[config.mk]
export PLATFORM = sky130hd
export DESIGN_NAME = dbd_device_flat
export DESIGN_NICKNAME = d
export VERILOG_FILES = /design/src/logic/dbd_pkg.sv /design/src/logic/dbd_link_if.sv /design/src/logic/dbd_sloper.sv /design/src/logic/dbd_device.sv /design/src/flat_wrapper.sv
export SDC_FILE = /design/constraint.sdc
export NUM_CORES = 2
export LEC_CHECK = 0
export ABC_AREA = 1
export BUFFER_PORTS_ARGS = -buffer_cell sky130_fd_sc_hd__buf_2
export CORE_UTILIZATION = 60
export DETAILED_ROUTE_END_ITERATION = 6
export MAX_ROUTING_LAYER = met4
export PLACE_DENSITY = 0.85
export SETUP_SLACK_MARGIN = 0.4
export SYNTH_ARGS = -nofsm -noshare
export SYNTH_HDL_FRONTEND = slang
export SYNTH_HIERARCHICAL = 1
export SYNTH_SLANG_ARGS = --single-unit
[constraint.sdc]
create_clock -name hclk -period 15.7 [get_ports hclk]
set_input_delay 0.785 -clock hclk [delete_from_list [all_inputs] [get_ports hclk]]
set_output_delay 0.785 -clock hclk [all_outputs]
set_load 0.03 [all_outputs]
[src/logic/dbd_pkg.sv]
// constants and types shared by the dimming device end and the host end
package dbd_pkg;

  // ****************************************************************
  // clocks and timing
  // ****************************************************************
  localparam int CLK_HZ        = 100_000_000;
  localparam int CLK_KHZ       = CLK_HZ / 1000;
  localparam int SAMPLE_HZ     = 10_000_000;
  localparam int DIRECT_HZ     = 5_000_000;
  localparam int SAMPLE_DIV    = CLK_HZ / SAMPLE_HZ;
  localparam int DIRECT_DIV    = CLK_HZ / DIRECT_HZ;
  localparam int TIMEOUT_MS    = 24;
  localparam int TIMEOUT_TICKS = TIMEOUT_MS * (SAMPLE_HZ / 1000);
  localparam int MIN_PULSE_NS  = 400;
  localparam int MIN_PULSE_CYC = (MIN_PULSE_NS * (CLK_HZ / 1_000_000)
                                  + 999) / 1000;
  localparam int DIRECT_STAGES = 6;
  localparam int FULL_SCALE    = 65536;

  // ****************************************************************
  // brightness source selection
  // ****************************************************************
  typedef enum logic [1:0] {
    MODE_DUTY   = 2'b00,
    MODE_MULT   = 2'b01,
    MODE_REG    = 2'b10,
    MODE_DIRECT = 2'b11
  } dbd_mode_e;

  // ****************************************************************
  // lookup tables indexed by 3-bit selectors
  // ****************************************************************
  localparam int SLOPE_MS [8] = '{0, 1, 2, 52, 105, 210, 315, 511};
  // switch point as a 16-bit fraction of full brightness (n/32)
  localparam logic [15:0] SW_POINT [8] = '{16'h8000, 16'h6800, 16'h5000,
    16'h4000, 16'h3800, 16'h3000, 16'h2800, 16'h2000};
  // 4096 * 65536 / switch point, to stretch the pwm range to full
  localparam logic [15:0] SW_RECIP [8] = '{16'h2000, 16'h2762, 16'h3333,
    16'h4000, 16'h4925, 16'h5555, 16'h6666, 16'h8000};
  // current slope gain in q10
  localparam logic [10:0] GAIN_Q10 [8] = '{11'h400, 11'h418, 11'h430,
    11'h448, 11'h460, 11'h478, 11'h490, 11'h4A8};
  localparam int RECIP_SHIFT = 12;
  localparam int GAIN_SHIFT  = 10;
  localparam int CUR_SHIFT   = 4;

  // cycles per brightness lsb, rounded down, never below one
  function automatic int slope_cycles(input logic [2:0] sel);
    int c;
    c = (SLOPE_MS[sel] * CLK_KHZ) / FULL_SCALE;
    return (c < 1) ? 1 : c;
  endfunction

  // ****************************************************************
  // host register map and control fields
  // ****************************************************************
  localparam logic [7:0] REG_CTRL = 8'h00;
  localparam logic [7:0] REG_BRT  = 8'h04;
  localparam logic [7:0] REG_CUR  = 8'h08;
  localparam logic [7:0] REG_PHI  = 8'h0C;
  localparam logic [7:0] REG_PLO  = 8'h10;
  localparam logic [7:0] REG_STAT = 8'h14;
  localparam int CTL_MODE   = 0;
  localparam int CTL_SLOPE  = 2;
  localparam int CTL_HYB    = 5;
  localparam int CTL_GAIN   = 6;
  localparam int CTL_ISLOPE = 9;
  localparam int CTL_PLL    = 12;
  localparam int CTL_RUN    = 13;
  localparam logic [13:0] CTRL_RST = 14'h0000;
  localparam logic [15:0] BRT_RST  = 16'h0000;
  localparam logic [11:0] CUR_RST  = 12'h000;
  localparam int STAT_BOOST = 16;

endpackage

[src/logic/dbd_link_if.sv]
// link between the host pwm/config source and the dimming device
`timescale 1ns/1ps
interface dbd_link_if;
  logic        pwm_in;
  logic [15:0] brightness;
  logic [11:0] current_set;
  logic [1:0]  mode;
  logic [2:0]  slope_sel;
  logic        hybrid_en;
  logic [2:0]  gain_sel;
  logic [2:0]  islope_sel;
  logic        pll_en;
  logic [15:0] meas_duty;
  logic        boost_adapt_en;

  modport dev (
    input  pwm_in, brightness, current_set, mode, slope_sel, hybrid_en,
    input  gain_sel, islope_sel, pll_en,
    output meas_duty, boost_adapt_en
  );
  modport host (
    output pwm_in, brightness, current_set, mode, slope_sel, hybrid_en,
    output gain_sel, islope_sel, pll_en,
    input  meas_duty, boost_adapt_en
  );
endinterface

[src/logic/dbd_sloper.sv]
// brightness sloper: steps one lsb at a fixed interval toward the target
`timescale 1ns/1ps
module dbd_sloper #(
  parameter int W = 16
) (
  input  wire logic         hclk,
  input  wire logic         hresetn,
  input  wire logic [W-1:0] target,
  input  wire logic [2:0]   slope_sel,
  input  wire logic         bypass,
  output logic      [W-1:0] value
);
  // ****************************************************************
  // step pacing
  // ****************************************************************
  logic [15:0] cnt_q;
  logic [W-1:0] val_q;
  logic [15:0] interval;

  if (W < 1 || W > 16) begin : g_chk
    $error("dbd_sloper: width must be 1..16");
  end

  assign interval = 16'(dbd_pkg::slope_cycles(slope_sel) - 1);
  assign value    = val_q;

  // one interval for both directions, so ramps up and down match
  always_ff @(posedge hclk or negedge hresetn) begin
    if (!hresetn) begin
      cnt_q <= 16'h0000;
      val_q <= '0;
    end else if (bypass || slope_sel == 3'h0) begin
      cnt_q <= 16'h0000;
      val_q <= target; // no ramp
    end else if (val_q != target) begin
      if (cnt_q >= interval) begin
        cnt_q <= 16'h0000;
        val_q <= (val_q < target) ? val_q + 1'b1 : val_q - 1'b1;
      end else begin
        cnt_q <= cnt_q + 16'h0001;
      end
    end else begin
      cnt_q <= 16'h0000;
    end
  end
endmodule

[src/logic/dbd_device.sv]
// display-mode brightness path: detector, mode select, slope, hybrid
// Functional notes
// - two-bit selector picks brightness source
// - input-duty mode uses 16-bit measured duty
// - period measured rising edge to rising edge
// - input sampled at 10 MHz
// - 24 ms without rising edge is timeout
// - host holds input high 24 ms for full
// - host pulses high and low at least 400 ns
// - register mode uses brightness value only
// - multiply mode: measured duty times brightness
// - direct mode samples at 5 MHz or pll
// - direct output lags input five to six ticks
// - direct mode bypasses slope and hybrid
// - host keeps direct duty below full on
// - boost adaptive off at direct full on
// - ramp time from 3-bit slope selector
// - same ramp time up and down
// - hybrid only when enable bit is one
// - hybrid: pwm low range, current high range
// - switch point from 3-bit selector
// - current slope gain from 3-bit selector
// - host sets current to avoid saturation
//
// Local design decisions: the AHB-Lite interface to the registers and the placing of the registers.
`timescale 1ns/1ps
module dbd_device #(
  parameter int TIMEOUT_TICKS = dbd_pkg::TIMEOUT_TICKS,
  parameter int PLL_DIV       = dbd_pkg::SAMPLE_DIV
) (
  input  wire logic   hclk,
  input  wire logic   hresetn,
  dbd_link_if.dev     link,
  output logic [15:0] led_duty,
  output logic [11:0] led_current,
  output logic        led_pwm_direct,
  output logic        direct_active
);
  localparam int DS = dbd_pkg::DIRECT_STAGES;

  if (TIMEOUT_TICKS < 2 || TIMEOUT_TICKS >= (1 << 20)) begin : g_chk_to
    $error("dbd_device: timeout ticks out of range");
  end
  if (PLL_DIV < 2 || PLL_DIV > 255) begin : g_chk_pll
    $error("dbd_device: pll divider out of range");
  end

  // ****************************************************************
  // input synchroniser and level filter
  // ****************************************************************
  logic [2:0] sync_q;
  logic       lvl_q;

  always_ff @(posedge hclk or negedge hresetn) begin
    if (!hresetn) begin
      sync_q <= 3'h0;
    end else begin
      sync_q <= {sync_q[1:0], link.pwm_in};
    end
  end

  // a change counts only once the second and third stage agree
  always_ff @(posedge hclk or negedge hresetn) begin
    if (!hresetn) begin
      lvl_q <= 1'b0;
    end else if (sync_q[1] == sync_q[2]) begin
      lvl_q <= sync_q[2];
    end
  end

  // ****************************************************************
  // sampling ticks
  // ****************************************************************
  logic [4:0] cnt10_q;
  logic [7:0] dcnt_q;
  logic       tick10;
  logic       dtick;
  logic [7:0] dlimit;

  assign tick10 = (cnt10_q == 5'(dbd_pkg::SAMPLE_DIV - 1));
  assign dlimit = link.pll_en ? 8'(PLL_DIV - 1)
                              : 8'(dbd_pkg::DIRECT_DIV - 1);
  assign dtick  = (dcnt_q >= dlimit);

  // detector samples at 10 MHz
  always_ff @(posedge hclk or negedge hresetn) begin
    if (!hresetn) begin
      cnt10_q <= 5'h00;
    end else begin
      cnt10_q <= tick10 ? 5'h00 : cnt10_q + 5'h01;
    end
  end

  // direct mode tick: 5 MHz, or the pll rate when enabled
  always_ff @(posedge hclk or negedge hresetn) begin
    if (!hresetn) begin
      dcnt_q <= 8'h00;
    end else begin
      dcnt_q <= dtick ? 8'h00 : dcnt_q + 8'h01;
    end
  end

  // ****************************************************************
  // period and high-time counters
  // ****************************************************************
  logic        prev_q;
  logic [19:0] per_q;
  logic [19:0] hi_q;
  logic        seen_q;
  logic        timeout_q;
  logic        rise;
  logic        to_hit;

  assign rise   = tick10 && lvl_q && !prev_q;
  assign to_hit = tick10 && !rise && !timeout_q &&
                  (per_q == 20'(TIMEOUT_TICKS - 1));

  // counts restart on each rising edge: one period per edge pair
  always_ff @(posedge hclk or negedge hresetn) begin
    if (!hresetn) begin
      prev_q    <= 1'b0;
      per_q     <= 20'h00000;
      hi_q      <= 20'h00000;
      seen_q    <= 1'b0;
      timeout_q <= 1'b1;
    end else if (tick10) begin
      prev_q <= lvl_q;
      if (rise) begin
        per_q     <= 20'h00001;
        hi_q      <= 20'h00001;
        seen_q    <= 1'b1;
        timeout_q <= 1'b0;
      end else if (to_hit) begin
        per_q     <= per_q + 20'h00001;
        seen_q    <= 1'b0;
        timeout_q <= 1'b1; // no edge for 24 ms
      end else if (!timeout_q) begin
        per_q <= per_q + 20'h00001;
        hi_q  <= hi_q + {19'h00000, lvl_q};
      end
    end
  end

  // ****************************************************************
  // duty divider: quotient = high * 65536 / period
  // ****************************************************************
  typedef enum logic [0:0] {
    DIV_IDLE = 1'b0,
    DIV_RUN  = 1'b1
  } dbd_div_e;

  dbd_div_e    div_q;
  logic [20:0] rem_q;
  logic [19:0] den_q;
  logic [15:0] quo_q;
  logic [4:0]  bit_q;
  logic [15:0] duty_q;
  logic [20:0] rem2;
  logic        take;

  assign rem2 = {rem_q[19:0], 1'b0};
  assign take = (rem2 >= {1'b0, den_q});

  // timeout resolves a steady input to 0% or 100%
  always_ff @(posedge hclk or negedge hresetn) begin
    if (!hresetn) begin
      div_q  <= DIV_IDLE;
      rem_q  <= 21'h000000;
      den_q  <= 20'h00000;
      quo_q  <= 16'h0000;
      bit_q  <= 5'h00;
      duty_q <= 16'h0000;
    end else if (timeout_q) begin
      div_q  <= DIV_IDLE;
      duty_q <= lvl_q ? 16'hFFFF : 16'h0000;
    end else begin
      case (div_q)
        DIV_IDLE: begin
          if (rise && seen_q) begin
            rem_q <= {1'b0, hi_q};
            den_q <= per_q;
            quo_q <= 16'h0000;
            bit_q <= 5'h10;
            div_q <= DIV_RUN;
          end
        end
        DIV_RUN: begin
          rem_q <= take ? rem2 - {1'b0, den_q} : rem2;
          quo_q <= {quo_q[14:0], take};
          bit_q <= bit_q - 5'h01;
          if (bit_q == 5'h01) begin
            duty_q <= {quo_q[14:0], take}; // 16-bit measured duty
            div_q  <= DIV_IDLE;
          end
        end
        default: div_q <= DIV_IDLE;
      endcase
    end
  end

  assign link.meas_duty = duty_q;

  // ****************************************************************
  // source select and slope
  // ****************************************************************
  logic [31:0] prod;
  logic [15:0] target;
  logic [15:0] sloped;
  logic        direct;

  assign direct = (link.mode == dbd_pkg::MODE_DIRECT);
  assign prod   = duty_q * link.brightness;

  always_comb begin
    case (link.mode)
      dbd_pkg::MODE_DUTY: target = duty_q;
      dbd_pkg::MODE_MULT: target = prod[31:16];
      dbd_pkg::MODE_REG:  target = link.brightness;
      default:            target = 16'h0000;
    endcase
  end

  // direct mode skips the ramp entirely
  dbd_sloper #(
    .W (16)
  ) u_slope (
    .hclk      (hclk),
    .hresetn   (hresetn),
    .target    (target),
    .slope_sel (link.slope_sel),
    .bypass    (direct),
    .value     (sloped)
  );

  // ****************************************************************
  // hybrid pwm and current dimming
  // ****************************************************************
  logic [15:0] sw_pt;
  logic [31:0] stretch;
  logic [15:0] above;
  logic [22:0] cur_add;
  logic [13:0] cur_sum;
  logic [15:0] duty_d;
  logic [11:0] cur_d;

  assign sw_pt   = dbd_pkg::SW_POINT[link.gain_sel];
  assign stretch = sloped * dbd_pkg::SW_RECIP[link.gain_sel];
  assign above   = sloped - sw_pt;
  assign cur_add = 23'(above[15:dbd_pkg::CUR_SHIFT]
                   * dbd_pkg::GAIN_Q10[link.islope_sel]);
  assign cur_sum = {2'b00, link.current_set}
                   + 14'(cur_add >> dbd_pkg::GAIN_SHIFT);

  // current is clamped at full code rather than wrapping
  always_comb begin
    duty_d = sloped;
    cur_d  = link.current_set;
    if (link.hybrid_en && !direct) begin
      if (sloped < sw_pt) begin
        // pwm range: fixed current, duty stretched to full
        duty_d = (stretch[31:28] != 4'h0) ? 16'hFFFF
                 : stretch[27:dbd_pkg::RECIP_SHIFT];
      end else begin
        // current range: full duty, current grows with gain
        duty_d = 16'hFFFF;
        cur_d  = (cur_sum[13:12] != 2'b00) ? 12'hFFF : cur_sum[11:0];
      end
    end
  end

  // ****************************************************************
  // direct pass-through and boost control
  // ****************************************************************
  logic [DS-1:0] pipe_q;
  logic [15:0]   led_duty_q;
  logic [11:0]   led_cur_q;
  logic          led_dir_q;
  logic          boost_q;

  // six stages give a five to six tick lag
  always_ff @(posedge hclk or negedge hresetn) begin
    if (!hresetn) begin
      pipe_q <= '0;
    end else if (dtick) begin
      pipe_q <= {pipe_q[DS-2:0], lvl_q};
    end
  end

  // led outputs and boost flag are registered so downstream sees no combinational glitch
  always_ff @(posedge hclk or negedge hresetn) begin
    if (!hresetn) begin
      led_duty_q <= 16'h0000;
      led_cur_q  <= 12'h000;
      led_dir_q  <= 1'b0;
      boost_q    <= 1'b1;
    end else begin
      led_duty_q <= direct ? 16'h0000 : duty_d;
      led_cur_q  <= cur_d;
      led_dir_q  <= direct && pipe_q[DS-1];
      boost_q    <= !(direct && timeout_q && lvl_q);
    end
  end

  assign led_duty            = led_duty_q;
  assign led_current         = led_cur_q;
  assign led_pwm_direct      = led_dir_q;
  assign direct_active       = direct;
  assign link.boost_adapt_en = boost_q;
endmodule

[src/flat_wrapper.sv]
// flat-port wrapper written by rule: the top's interface ports become plain ports
module dbd_device_flat 
#(
  parameter int TIMEOUT_TICKS = dbd_pkg::TIMEOUT_TICKS,
  parameter int PLL_DIV       = dbd_pkg::SAMPLE_DIV
)
  (hclk, hresetn, led_duty, led_current, led_pwm_direct, direct_active, link_pwm_in, link_brightness, link_current_set, link_mode, link_slope_sel, link_hybrid_en, link_gain_sel, link_islope_sel, link_pll_en, link_meas_duty, link_boost_adapt_en);
  dbd_link_if link_i ();
  input  wire logic hclk;
  input  wire logic hresetn;
  output logic [15:0] led_duty;
  output logic [11:0] led_current;
  output logic led_pwm_direct;
  output logic direct_active;
  input wire logic [$bits(link_i.pwm_in)-1:0] link_pwm_in;
  input wire logic [$bits(link_i.brightness)-1:0] link_brightness;
  input wire logic [$bits(link_i.current_set)-1:0] link_current_set;
  input wire logic [$bits(link_i.mode)-1:0] link_mode;
  input wire logic [$bits(link_i.slope_sel)-1:0] link_slope_sel;
  input wire logic [$bits(link_i.hybrid_en)-1:0] link_hybrid_en;
  input wire logic [$bits(link_i.gain_sel)-1:0] link_gain_sel;
  input wire logic [$bits(link_i.islope_sel)-1:0] link_islope_sel;
  input wire logic [$bits(link_i.pll_en)-1:0] link_pll_en;
  output wire logic [$bits(link_i.meas_duty)-1:0] link_meas_duty;
  output wire logic [$bits(link_i.boost_adapt_en)-1:0] link_boost_adapt_en;
  assign link_i.pwm_in = link_pwm_in;
  assign link_i.brightness = link_brightness;
  assign link_i.current_set = link_current_set;
  assign link_i.mode = link_mode;
  assign link_i.slope_sel = link_slope_sel;
  assign link_i.hybrid_en = link_hybrid_en;
  assign link_i.gain_sel = link_gain_sel;
  assign link_i.islope_sel = link_islope_sel;
  assign link_i.pll_en = link_pll_en;
  assign link_meas_duty = link_i.meas_duty;
  assign link_boost_adapt_en = link_i.boost_adapt_en;
  dbd_device #(.TIMEOUT_TICKS(TIMEOUT_TICKS), .PLL_DIV(PLL_DIV)) u_core (.hclk(hclk), .hresetn(hresetn), .link(link_i), .led_duty(led_duty), .led_current(led_current), .led_pwm_direct(led_pwm_direct), .direct_active(direct_active));
endmodule
# Word-level counts from Yosys, hierarchy flattened
# Memories as Yosys holds them, arrays and structs flattened.
# Cells that the tools add are included.
# Widths: inputs -> output; s select.
[totals]
ff_bits = 205
latchBits = 0
ram_bits = 0
rom_bits = 600
in_bits = 44
out_inout_bits = 47
n_memories = 4
[memory_table]
columns = ["name", "depth", "width", "rd", "rd_ports_with_merged_regs", "write_ports", "line_no", "source"]
rows = [
  ["(no name shown)", 8, 32, 1, 0, 0, "dbd_pkg.sv:51", "c = (SLOPE_MS[sel] * CLK_KHZ) / FULL_SCALE;"],
  ["(no name shown)", 8, 16, 1, 0, 0, "dbd_device.sv:246", "assign sw_pt = dbd_pkg::SW_POINT[link.gain_sel];"],
  ["(no name shown)", 8, 16, 1, 0, 0, "dbd_device.sv:247", "assign stretch = sloped * dbd_pkg::SW_RECIP[link.gain_sel];"],
  ["(no name shown)", 8, 11, 1, 0, 0, "dbd_device.sv:250", "* dbd_pkg::GAIN_Q10[link.islope_sel]);"],
]
[op_classes]
addsub = 13
mul = 4
div_mod_pow = 0
order_cmp = 9
eq_ne = 12
shift = 0
muxes = 52
bitwise_logic = 6
n_reduce_logical = 33
[ops]
columns = ["op", "n"]
rows = [
  ["$mux 16", 20],
  ["$mux 20", 8],
  ["$mul 16x16->32", 2],
  ["$mux 32", 2],
  ["$pmux 16 s3", 1],
  ["$pmux 20 s2", 1],
  ["$mux 12", 3],
  ["$add 16x1->16 const B", 2],
  ["$add 32x1->32", 1],
  ["$lt 16x16->1", 2],
  ["$lt 32x2->1 const B", 1],
  ["$mul 32x13->27 const B", 1],
  ["$pmux 15 s2", 1],
  ["$mul 12x11->23", 1],
  ["$mux 11", 2],
  ["$ge 21x20->1", 1],
  ["$add 20x1->20", 1],
  ["$add 20x1->20 const B", 1],
  ["$eq 20x18->1 const B", 1],
  ["$sub 20x20->20", 1],
  ["$ge 16x16->1", 1],
  ["$ne 16x16->1", 1],
  ["$sub 16x1->16 const B", 1],
  ["$sub 16x16->16", 1],
  ["other kinds (34)", 72],
]

# Depth between registers and ports, before layout
[logic_depth]
depth_word = 15
mapped_depth = 51
depth_no_buf = 49

# Cells and area by module
# Netlist, hierarchy kept.
[modules_own_cells]
columns = ["mod", "instances", "cells_per_inst", "area_per_inst_um2"]
rows = [
  ["dbd_device", 1, 3845, 29366.9],
  ["dbd_sloper", 1, 726, 4988.5],
]

# Worst setup path before layout
# Ideal clock, no wire load.
[synth_timing]
kind = "input port to flip-flop"
startpoint = "in link_brightness[9]"
endpoint = "reg u_core.u_slope.val_q[9], in the netlist u_core/u_slope/value[9]"
setup_time_ns = 0.065
arrival_ns = 8.369
required_ns = 15.635
setup_slack_ns = 7.266
cell_stages = 46
path_buffers = 2
path_cell_list = "clkbuf_1 > clkbuf_1 > nand2_1 > fa_1 > inv_1 > fa_1 > inv_1 > fa_1 > inv_1 > fa_1 > inv_1 > fa_1 > inv_1 > fa_1 > ha_1 > nand2_1 > nor2_1 > inv_1 > [... 10 more ...] > nand4_1 > inv_1 > nand2_1 > o211ai_1 > nand2_1 > nand2_1 > ha_1 > a21oi_1 > nand2_1 > a21boi_0 > o21ai_0 > inv_1 > nor2_1 > o21ai_0 > nand2_1 > o22ai_1 > nand2_1 > nand2_1"
[synth_via]
elab_chain_cells = 7
[synth_lines]
columns = ["element", "line_no", "source"]
rows = [
  ["from (decl)", "flat_wrapper.sv:16", "input wire logic [$bits(link_i.brightness)-1:0] link_brightness;"],
  ["$mul 16x16->32 *", "dbd_device.sv:212", "assign prod = duty_q * link.brightness;"],
  ["$pmux 16 s3 *", "dbd_device.sv:215", "case (link.mode)"],
  ["via u_core.target[4]", "dbd_device.sv:207", "logic [15:0] target;"],
  ["$lt 16x16->1", "dbd_sloper.sv:38", "val_q <= (val_q < target) ? val_q + 1'b1 : val_q - 1'b1;"],
  ["$mux 16", "dbd_sloper.sv:38", ""],
  ["$mux 16", "dbd_sloper.sv:36", "if (cnt_q >= interval) begin"],
  ["$mux 16", "dbd_sloper.sv:35", "end else if (val_q != target) begin"],
  ["$mux 16", "dbd_sloper.sv:32", "end else if (bypass || slope_sel == 3'h0) begin"],
  ["to (signal assigned)", "dbd_sloper.sv:34", "val_q <= target;"],
  ["to (signal assigned)", "dbd_sloper.sv:38", ""],
  ["to (decl)", "dbd_sloper.sv:17", "logic [W-1:0] val_q;"],
]
# The timed path passes the listed nets; every way through them passes the cells marked *. The select of a mux whose other input is x is not followed.
# A chain may end at the register's enable or synchronous reset.

# Final worst setup path
[layout_timing]
startpoint = "reg u_core.duty_q[6], in the netlist u_core/link.meas_duty[6]"
endpoint = "reg u_core.u_slope.val_q[9], in the netlist u_core/u_slope/value[9]"
[layout_via]
elab_chain_cells = 7
[layout_lines]
columns = ["element", "line_no", "source"]
rows = [
  ["from (decl)", "dbd_device.sv:157", "logic [15:0] duty_q;"],
  ["from (signal assigned)", "dbd_device.sv:175", "duty_q <= lvl_q ? 16'hFFFF : 16'h0000;"],
  ["from (signal assigned)", "dbd_device.sv:192", "duty_q <= {quo_q[14:0], take};"],
  ["$mul 16x16->32", "dbd_device.sv:212", ""],
  ["$pmux 16 s3 *", "dbd_device.sv:215", ""],
  ["via u_core.target[6]", "dbd_device.sv:207", ""],
  ["$lt 16x16->1", "dbd_sloper.sv:38", ""],
  ["$mux 16", "dbd_sloper.sv:38", ""],
  ["$mux 16", "dbd_sloper.sv:36", ""],
  ["$mux 16", "dbd_sloper.sv:35", ""],
  ["$mux 16", "dbd_sloper.sv:32", ""],
]
# Marks and branches as above.

==> metrics.cfg <==
[die]
rows=87
die_w_um=241
start_util_pct=60.8
io_pins=91
fp.coreArea_mm2=0.0565
die-area_mm2=0.0582
die_y_um=241

[global_routing]
gr-total-overflow=0
antenna_found_initial=5
grt_pass1_wl_um=147000
grt_usage_pct=32.6
grt_max_degree=77
grt_pass1_vias=29900

[place]
placed_cell_area_mm2=0.0354
globalplace.congestion=1.01
hpwlAfterDp_um=70900
port-buffer-count=90
dp.cells=5320

[timing]
final.period_utilization_pct=58.9
tightest_slew_ns=1.34
report.final.hold_viol_count=0
fmax_mhz=108
period_minus_slack_ns=9.25
setup-violations-final=0
drv_slew=0
setup_tns_ns=0
fin_worst_skew_ns=0.0217
maxSlewHeadroom_pct=9.87
rsz0062_at_grt=false

[clock_network]
clock_latency_ns=0.57
cts_resized=0
cts_inserted_buffers=25
cts_tree=done
clockRootBuffer=clkbuf_16
post_cts_buffers=0
cts.sink_count=205
cts.path.max_buffers=3
path_clk_slew_ns=0.06
ctsHoldBuffers=0
htree_levels=1

[synthesis]
avgSynthCellArea_um2=7.52
yosysWarnings=6
synth_flop_cell=dfrtp_1
synthMuxAreaShare_pct=0.0328
netlist_area_mm2=0.0344
synth_xor_area_share_pct=2.29
yosys.area_share.adder_pct=40.1
seq_area_frac_synth_pct=14.9
ys_seq_elements=205
synth-edff-count=0
synth_compound_area_share_pct=8.74
async_flop_share_pct=100
syn-instance-count=4571
synthSimpleGateAreaFrac_pct=21.2
synth_cell_types=63
synth_top_family_by_area=adder cells

[detailed_routing]
antenna_left=0
initialDrtViolationCount=2580
vias=29800
drc=0
viasPerCell=5.54
firstDrtPassIters=6
wl_um=89100
wire_per_inst_um=16.6

[setup_path]
crit_type=reg2reg
r2r_start=u_core/link.meas_duty[6]$_DFFE_PN0P_
ff2ff_setup_slack_ns=6.45
critPathMaxStageDelay_ns=1.04
cp_common_cell=nand2_1
slowest_stage=dfrtp_1
critPathLaunchType=register
r2r-end=u_core/u_slope/value[9]$_DFFE_PN0P_
cp_max_fo=18
startpoint=u_core/link.meas_duty[6]$_DFFE_PN0P_
worstPathArrival_ns=9.74
rr_worst_depth=40
critPathCaptureType=register
cp.required_ns=16.19

[layout]
final_area_mm2=0.0363
synthToLayoutAreaGrowth_pct=5.75
drive_above_1_share_pct=5.40
final_nets=5490
instances_no_fill=5372

[flow_run]
cap_viol_max_count=0

[status]
status=finished, final reports clean

[worst_hold_path]
hp-class=in2async

## critical path, delay by kind of cell (launching register included)
| family | cells | cell delay (ns) |
|---|---|---|
| fa+ha+maj | 9 | 4.27 |
| flops | 1 | 1.04 |
| compound gates | 10 | 1.60 |
| buf+inv | 7 | 0.51 |
| simple gates | 14 | 1.69 |
## synth_stat cells, types with 8 or more instances
master / number / share of area, %
clkbuf_1: 95 / 1.0
nor2_4: 8 / 0.26
nand3_1: 144 / 2.1
nand2_1: 963 / 11
ha_1: 448 / 16
xor2_1: 54 / 1.4
a31oi_1: 8 / 0.15
nor3_1: 53 / 0.77
a21o_1: 17 / 0.37
o21ai_0: 163 / 2.4
or2_2: 24 / 0.44
buf_1: 10 / 0.11
nor2_1: 433 / 4.7
o21bai_1: 18 / 0.39
a21boi_0: 9 / 0.20
fa_1: 407 / 24
buf_2: 16 / 0.23
nand3b_1: 16 / 0.35
xnor2_1: 34 / 0.87
a22oi_1: 9 / 0.20
inv_2: 11 / 0.12
clkinv_1: 10 / 0.11
a21oi_2: 12 / 0.31
inv_1: 1000 / 11
nor4_1: 18 / 0.33
o211ai_1: 26 / 0.57
a21oi_1: 225 / 3.3
dfrtp_1: 203 / 15
o21ai_1: 13 / 0.19
nand4_1: 37 / 0.67
o31ai_1: 9 / 0.20
## worst max-delay path by stage
stage,end,depth (start not counted)
5_1_grt,u_core/u_slope/value[9]$_DFFE_PN0P_,40
2_1_floorplan,u_core/u_slope/value[9]$_DFFE_PN0P_,46
4_1_cts,u_core/u_slope/value[9]$_DFFE_PN0P_,42
3_5_place_dp,u_core/u_slope/value[9]$_DFFE_PN0P_,43
3_3_place_gp,u_core/u_slope/value[9]$_DFFE_PN0P_,43
6_report,u_core/u_slope/value[9]$_DFFE_PN0P_,40
## registers in the layout, indices dropped and copies added, names as in the netlist, 12 cells and up
signal	cells
u_core/led_duty	16
u_core/link.meas_duty	16
u_core/hi_q	20
u_core/quo_q	15
u_core/rem_q	20
u_core/u_slope/value	16
u_core/u_slope/cnt_q	16
u_core/led_current	12
u_core/den_q	20
u_core/per_q	20
## kinds of logic (layout without fill, tap and decap cells)
family	Yosys count	in the layout
AND/OR/NAND/NOR	1737	1737
buffers and inverters	1149	1182
adder cells (fa/ha/maj)	856	856
AO/OA/AOI/OAI	532	532
flip-flops	205	205
XOR/XNOR	89	89
other	2	14
multiplexers	1	1
## layout make-up
class | instances | area, um2
diodes | 7 | 17.5
clock buffers | 37 | 761
clock inverters | 8 | 120
fillers | 4822 | 20200
inverters | 1021 | 3830
multi-input cells | 3222 | 24900
flip-flops and latches | 205 | 5130
well taps | 756 | 946
repair buffers | 116 | 656
## routing by layer
layer	global-route usage, %	wire, um	up-vias
met5	-	0	-
met4	11.3	3120	0
met3	5.58	7180	230
met2	51.1	40700	1184
met1	42.8	38100	14200
li1	-	-	14100
## placed cells by master (no fill, tap or decap), types with 26 or more instances in the layout
cell / n
a21oi_1: 225
buf_2: 89
buf_4: 26
dfrtp_1: 203
fa_1: 407
ha_1: 448
inv_1: 1000
nand2_1: 963
nand3_1: 144
nand4_1: 37
nor2_1: 432
nor3_1: 53
o211ai_1: 26
o21ai_0: 162
xnor2_1: 34
xor2_1: 54
## stage by stage
stage	utilization (%)	hold WS [ns]	setup slack [ns]
CTS	64.3	0.221	6.67
global route	64.3	0.241	5.86
global placement	62.7	0.366	6.65
detailed placement	62.7	0.373	6.54
floorplan	-	0.331	7.27
finish	64.3	0.204	6.45
Power is left out: the tool's default activity adds up to more than one toggle a clock period on the data nets, which glitch-free logic cannot reach.
